### src/ucg_pkg.sv
// Package for the general control and status register bank of the USB device controller
package ucg_pkg;

  // ------------------------------------------------------------------
  // Register offsets (byte addresses)
  // ------------------------------------------------------------------
  localparam int          ADDR_W          = 12;
  localparam logic [11:0] OFF_GEN_CTRL    = 12'h800;
  localparam logic [11:0] OFF_GEN_STATUS  = 12'h804;
  localparam logic [11:0] OFF_STA_CLEAR   = 12'h808;
  localparam logic [11:0] OFF_STA_SET     = 12'h80c;
  localparam logic [11:0] OFF_VERSION     = 12'h818;
  localparam logic [11:0] OFF_FEATURES    = 12'h81c;
  localparam logic [11:0] OFF_WINDOW_SIZE = 12'h820;
  localparam logic [11:0] OFF_NAME_LOW    = 12'h824;
  localparam logic [11:0] OFF_NAME_HIGH   = 12'h828;

  // ------------------------------------------------------------------
  // Field positions
  // ------------------------------------------------------------------
  localparam int BIT_CTRL_ENABLE = 15;
  localparam int BIT_CLK_FREEZE  = 14;
  localparam int BIT_GCLK_USABLE = 14;
  localparam int BIT_SPEED_LO    = 12;
  localparam int POS_VARIANT     = 16;

  // ------------------------------------------------------------------
  // Encodings and reset values
  // ------------------------------------------------------------------
  localparam logic [1:0]  SPEED_FULL      = 2'h0;
  localparam logic [1:0]  SPEED_LOW       = 2'h2;
  localparam logic        RST_CTRL_ENABLE = 1'h0;
  localparam logic        RST_CLK_FREEZE  = 1'h0;
  localparam logic [31:0] RST_ZERO        = 32'h0000_0000;

endpackage : ucg_pkg

### src/ucg_general_regs.sv
// General control, status and identification registers of the USB device controller
`timescale 1ns/1ns
// ------------------------------------------------------------------
// Functional notes
// - Writing enable to zero turns off controller, transceiver and USB clocks, overriding freeze but keeping its value.
// - While disabled, the other registers sit at their reset values and ignore writes.
// - Writing enable to one turns the controller on, and the bit reads back the enable state.
// - The enable bit accepts writes even while the clock is frozen.
// - Setting freeze gates the USB clocks off while resume detection stays active.
// - While frozen, the other registers ignore writes; the speed field keeps its value, but the clock usable bit still follows clock edges.
// - Writing freeze to zero restarts the USB clocks, and the bit reads zero while they run.
// - The freeze bit accepts writes even while the controller is disabled.
// - Status bit 14 shows whether the 48 MHz generic clock is usable.
// - The two-bit speed field reads 00 for full speed and 10 for low speed, never 01 or 11.
// - A one written to bit 14 of the clear alias clears the clock usable bit, other bits do nothing, and it reads zero.
// - A one written to bit 14 of the set alias sets the clock usable bit, other bits do nothing, and it reads zero.
// - The version register shows a 12-bit version and a variant field with no effect on behaviour.
// - The features register shows the number of implemented endpoints in its low field.
// - The window size register reads the size of the bus space given to the controller.
// - Two name registers hold the ASCII module name, first part at the lower address.
// ------------------------------------------------------------------
module ucg_general_regs #(
  parameter logic [11:0] VERSION_NUM    = 12'h001,
  parameter logic [3:0]  VARIANT_NUM    = 4'h0,
  parameter logic [3:0]  ENDPOINT_COUNT = 4'h8,
  parameter logic [31:0] WINDOW_SIZE    = 32'h0000_1000,
  // Name text is arbitrary
  parameter logic [31:0] NAME_LOW       = 32'h5553_4244,
  parameter logic [31:0] NAME_HIGH      = 32'h4556_2020
) (
  input  wire logic                      clk_sys_i,
  input  wire logic                      nrst_i,
  input  wire logic                      reg_sel_i,
  input  wire logic                      reg_wr_i,
  input  wire logic [ucg_pkg::ADDR_W-1:0] reg_addr_i,
  input  wire logic [31:0]               reg_wdata_i,
  output logic      [31:0]               reg_rdata_o,
  output logic                           reg_ack_o,
  input  wire logic                      gclk_ok_i,
  input  wire logic                      low_speed_i,
  output logic                           controller_enable_o,
  output logic                           transceiver_enable_o,
  output logic                           usb_clk_enable_o,
  output logic                           resume_detect_enable_o
);
  import ucg_pkg::*;

  // ------------------------------------------------------------------
  // State
  // ------------------------------------------------------------------
  typedef struct packed {
    logic        controller_enable;
    logic        clock_freeze;
    logic        gclk_meta;
    logic        gclk_sync;
    logic        gclk_prev;
    logic        gclk_usable_flag;
    logic        low_speed;
    logic [31:0] rdata;
    logic        ack;
  } ucg_state_t;

  ucg_state_t state_r;
  ucg_state_t state_nxt;

  function automatic logic hit(input logic [ADDR_W-1:0] addr, input logic [ADDR_W-1:0] off);
    hit = (addr == off);
  endfunction

  logic        wr_ok;
  logic        regs_locked;
  logic [31:0] ctrl_view;
  logic [31:0] status_view;
  logic [31:0] rd_mux;

  // ------------------------------------------------------------------
  // Next state
  // ------------------------------------------------------------------
  always_comb begin
    state_nxt   = state_r;
    wr_ok       = reg_sel_i && reg_wr_i;
    // Locked registers ignore writes silently, the access still acks
    regs_locked = !state_r.controller_enable || state_r.clock_freeze;

    state_nxt.gclk_meta = gclk_ok_i;
    state_nxt.gclk_sync = state_r.gclk_meta;
    state_nxt.gclk_prev = state_r.gclk_sync;

    // Enable and freeze stay writable in every state
    if (wr_ok && hit(reg_addr_i, OFF_GEN_CTRL)) begin
      state_nxt.controller_enable = reg_wdata_i[BIT_CTRL_ENABLE];
      state_nxt.clock_freeze      = reg_wdata_i[BIT_CLK_FREEZE];
    end

    // Clock usable flag follows edges of the synchronised level
    if (state_r.gclk_prev && !state_r.gclk_sync) begin
      state_nxt.gclk_usable_flag = 1'b0;
    end
    if (!regs_locked && wr_ok && hit(reg_addr_i, OFF_STA_CLEAR)
        && reg_wdata_i[BIT_GCLK_USABLE]) begin
      state_nxt.gclk_usable_flag = 1'b0;
    end
    if (!regs_locked && wr_ok && hit(reg_addr_i, OFF_STA_SET)
        && reg_wdata_i[BIT_GCLK_USABLE]) begin
      state_nxt.gclk_usable_flag = 1'b1;
    end
    // A hardware set placed after the alias writes so it wins over a same-cycle clear
    if (!state_r.gclk_prev && state_r.gclk_sync) begin
      state_nxt.gclk_usable_flag = 1'b1;
    end

    // Frozen clocks stop tracking speed, the last value is kept
    if (!state_r.clock_freeze) begin
      state_nxt.low_speed = low_speed_i;
    end

    // Disabled controller holds status in reset, freeze value kept
    if (!state_r.controller_enable) begin
      state_nxt.gclk_usable_flag = 1'b0;
      state_nxt.low_speed        = 1'b0;
    end

    state_nxt.ack   = reg_sel_i;
    state_nxt.rdata = (reg_sel_i && !reg_wr_i) ? rd_mux : RST_ZERO;
  end

  // ------------------------------------------------------------------
  // Read views
  // ------------------------------------------------------------------
  always_comb begin
    ctrl_view                  = RST_ZERO;
    ctrl_view[BIT_CTRL_ENABLE] = state_r.controller_enable;
    ctrl_view[BIT_CLK_FREEZE]  = state_r.clock_freeze;

    status_view                  = RST_ZERO;
    status_view[BIT_GCLK_USABLE] = state_r.gclk_usable_flag;
    // Only the two legal patterns can be built here
    status_view[BIT_SPEED_LO +: 2] = state_r.low_speed ? SPEED_LOW : SPEED_FULL;

    rd_mux = RST_ZERO; // Aliases and unmapped offsets read zero
    if (hit(reg_addr_i, OFF_GEN_CTRL)) begin
      rd_mux = ctrl_view;
    end
    if (hit(reg_addr_i, OFF_GEN_STATUS)) begin
      rd_mux = status_view;
    end
    if (hit(reg_addr_i, OFF_VERSION)) begin
      rd_mux[11:0]                 = VERSION_NUM;
      rd_mux[POS_VARIANT +: 4]     = VARIANT_NUM;
    end
    if (hit(reg_addr_i, OFF_FEATURES)) begin
      rd_mux[3:0] = ENDPOINT_COUNT;
    end
    if (hit(reg_addr_i, OFF_WINDOW_SIZE)) begin
      rd_mux = WINDOW_SIZE;
    end
    if (hit(reg_addr_i, OFF_NAME_LOW)) begin
      rd_mux = NAME_LOW;
    end
    if (hit(reg_addr_i, OFF_NAME_HIGH)) begin
      rd_mux = NAME_HIGH;
    end
  end

  // ------------------------------------------------------------------
  // Registers
  // ------------------------------------------------------------------
  always_ff @(posedge clk_sys_i) begin
    if (!nrst_i) begin
      state_r                   <= '0;
      state_r.controller_enable <= RST_CTRL_ENABLE;
      state_r.clock_freeze      <= RST_CLK_FREEZE;
    end else begin
      state_r <= state_nxt;
    end
  end

  // ------------------------------------------------------------------
  // Outputs
  // ------------------------------------------------------------------
  assign reg_rdata_o          = state_r.rdata;
  assign reg_ack_o            = state_r.ack;
  assign controller_enable_o  = state_r.controller_enable;
  assign transceiver_enable_o = state_r.controller_enable;
  // Disable overrides freeze; freeze only gates the clocks
  assign usb_clk_enable_o     = state_r.controller_enable && !state_r.clock_freeze;
  // Resume detection must survive freeze so the bus can wake the block
  assign resume_detect_enable_o = state_r.controller_enable;

endmodule // ucg_general_regs

### config.mk
export PLATFORM = sky130hd
export DESIGN_NAME = ucg_general_regs
export DESIGN_NICKNAME = d
export VERILOG_FILES = /design/src/ucg_pkg.sv /design/src/ucg_general_regs.sv
export SDC_FILE = /design/constraint.sdc
export NUM_CORES = 1
export LEC_CHECK = 0
export ABC_AREA = 1
export BUFFER_PORTS_ARGS = -buffer_cell sky130_fd_sc_hd__clkbuf_2
export CAP_MARGIN = 15
export CELL_PAD_IN_SITES_DETAIL_PLACEMENT = 1
export CELL_PAD_IN_SITES_GLOBAL_PLACEMENT = 1
export CORE_MARGIN = 5
export CORE_UTILIZATION = 25
export DETAILED_ROUTE_END_ITERATION = 8
export PLACE_DENSITY = 0.86
export SYNTH_ARGS = -nofsm -noshare
export SYNTH_HDL_FRONTEND = slang
export SYNTH_SLANG_ARGS = --single-unit
### constraint.sdc
create_clock -name clk_sys_i -period 1.1 [get_ports clk_sys_i]
set_input_delay 0.11 -clock clk_sys_i [delete_from_list [all_inputs] [get_ports clk_sys_i]]
set_output_delay 0.11 -clock clk_sys_i [all_outputs]
set_load 0.01 [all_outputs]
==> flow_metrics.tcl <==
set metrics [dict create \
    critPathKind "reg -> reg" \
    final_util_pct 29.5 \
    cts.sinks 17 \
    via_per_inst 3.95 \
    die_w_um 77.1 \
    hold_violations 0 \
    post-route-drc-count 0 \
    wl_per_cell_um 10.0 \
    grt_util_all_layers_pct 7.69 \
    numCtsBuffers 3 \
    syn_area_um2 1120 \
    status "complete, no violations" \
    multiInputGateArea_um2 490 \
    synth_top_area_share_pct 30.3 \
    grt_pass1_vias 880 \
    start_util_pct 25.8 \
    die-area_um2 5940 \
    yosys_warnings 0 \
    power-per-cell-area_nw_per_um2 956 \
    ctsResizeCount 0 \
    synth-edff-count 0 \
    p_comb_share_pct 12.4 \
    fin_crit_ns 0.989 \
    synth-async-reset-ratio_pct 0 \
    postCtsHoldBufs 0 \
    synth_common_cells "34 x buf_4, 28 x nand2_1, 22 x inv_1" \
    drive_above_1_share_pct 42.2 \
    routed_wl_um 2370 \
    grt-ovfl-total 0 \
    seq_power_share_pct 50.8 \
    synth_largest_area_cell "dfxtp_1" \
    ios 87 \
    worst-endpoint-arrival_ns 1.13 \
    antenna_found_initial 0 \
    globalplace.congestion 0.824 \
    finClkSkew_ns 0.000630 \
    slew_viol_final 0 \
    nFillCells 569 \
    seq_area_um2 342 \
    clockBufferDepth 2 \
    nets 236 \
    p_int_uw 932 \
    clkTransAtPathRegs_ns 0.06 \
    rows 24 \
    core_area_um2 4350 \
    cts_root_buffer "clkbuf_8" \
    cts_setup_buffers 0 \
    dp_hpwl_um 2110 \
    switching_share_pct 24.1 \
    clock_latency_ns 0.24 \
    fin_cells 237 \
    finalSetupViolCount 0 \
    dp_cells 233 \
    cp-end-kind "flop" \
    synth_ff_type "dfxtp_1" \
    die_h_um 77.1 \
    vias 937 \
    p_leak_uw 0.000694 \
    yosys-top-cells-area "dfxtp_1 30%, buf_4 23%, nand2_1 9.3%" \
    grt_pass1_wl_um 3800 \
    fmaxAchievable_ghz 1.01 \
    diodes 0 \
    ys_seq_elements 17 \
    total_power_uw 1230 \
    power.share.clock_pct 36.8 \
    syn_inst 156 \
    grt_max_degree 10 \
    synth_most_common_cell "buf_4" \
    place_area_um2 1230 \
    period_share_pct 89.9 \
    dr.pass1.iters 3 \
    cp_max_fo 3 \
    port_buffers 43 \
    min_path_type "in -> reg" \
    drt_iter0_drc 33 \
    max-vdd-ir-drop_mv 0.687 \
    final_cell_area_um2 1290 \
    cp.required_ns 1.25 \
    syn_area_per_cell_um2 7.21 \
    htree_levels 1 \
    cts_tree "built" \
    start_kind "flop" \
    grt_setup_unrepaired "true" \
    yosysSeqAreaShare_pct 30.3 \
    power.net_switching_uw 297 \
    ant_nets 0 \
    drv_cap 0 \
    area_delta_synth_final_pct 14.3 \
    synth_cell_types 20 \
]
[layout make-up]
cell class,instances,share of cell area [%]
timing repair buffer,47,19.1
clock buffer,4,3.50
tap,52,5.06
multi-input combinational,91,38.1
sequential,17,26.6
inverter,26,7.68
[through the flow]
step / setup slack, ns / TNS (ns) / hold slack (ns)
2_1_floorplan: 0.0490 / 0 / 0.203
3_3_place_gp: 0.0455 / 0 / 0.302
3_5_place_dp: 0.0347 / 0 / 0.314
4_1_cts: 0.0576 / 0 / 0.0482
5_1_grt: -0.00300 / -0.00300 / 0.0600
6_report: 0.111 / 0 / 0.0548
[logic make-up (layout without fill, tap and decap cells)]
family | Yosys count | after routing | share of synthesized area [%]
AOI/OAI and AO/OA | 6 | 6 | 3.12
DFF | 17 | 17 | 30.3
buffers and inverters | 60 | 77 | 31.5
other | 1 | 13 | 0.333
and+or+nand+nor | 72 | 72 | 34.8
[metal layers]
layer | GRT usage [%] | vias to the layer above | part of all wire (%)
met1 | 8.72 | 429 | 39
met5 | 0 | - | 0
met2 | 13.7 | 29 | 53
met4 | 0.515 | 0 | 0
li1 | - | 479 | -
met3 | 3.63 | 0 | 7.9
[state kept, by name (all words and copies together) (netlist names)]
name / flops
ctrl_view: 1
controller_enable_o: 1
reg_ack_o: 1
state_nxt: 2
reg_rdata_o: 9
state_r: 3
[path summary, 6_finish.rpt]
| check | startpoint | endpoint | slack, ns | depth (start not counted) |
|---|---|---|---|---|
| worst max-delay path | ctrl_view[14] | state_r[34] | 0.11 | 6 |
| worst min-delay path | gclk_ok_i | state_nxt[36] | 0.05 | 3 |
| worst max register to register | ctrl_view[14] | state_r[34] | 0.11 | 6 |
| worst min register to register | state_nxt[36] | state_nxt[35] | 0.43 | 2 |
[worst max-delay path, cell delays in order, from the launching register on]
cell	delay, ns
dfxtp_1	0.34
nor2_4	0.13
nand3_2	0.08
nor2_2	0.13
a21oi_1	0.08
nor2_1	0.09
nor2_1	0.04
[power by group through the flow]
| stage | Sequential (µW) | Combinational, µW | Clock (µW) |
|---|---|---|---|
| 2_1_floorplan | 638 | 116 | 0 |
| 3_3_place_gp | 638 | 147 | 0 |
| 3_5_place_dp | 638 | 152 | 0 |
| 4_1_cts | 624 | 152 | 483 |
| 5_1_grt | 624 | 172 | 515 |
| 6_report | 624 | 152 | 453 |
[cell usage in the layout, fill, tap and decap left out, drive strengths merged]
cell,netlist,routed
o21ai,2,2
nand3,8,8
nand2,33,33
buf,34,4
nand3b,2,2
dfxtp,17,17
o211ai,1,1
nand4,3,3
clkinv,1,1
a21oi,2,2
clkbuf,0,47
a21boi,1,1
nor2,26,26
conb,1,13
inv,25,25
(Power assumes the default switching activity.)
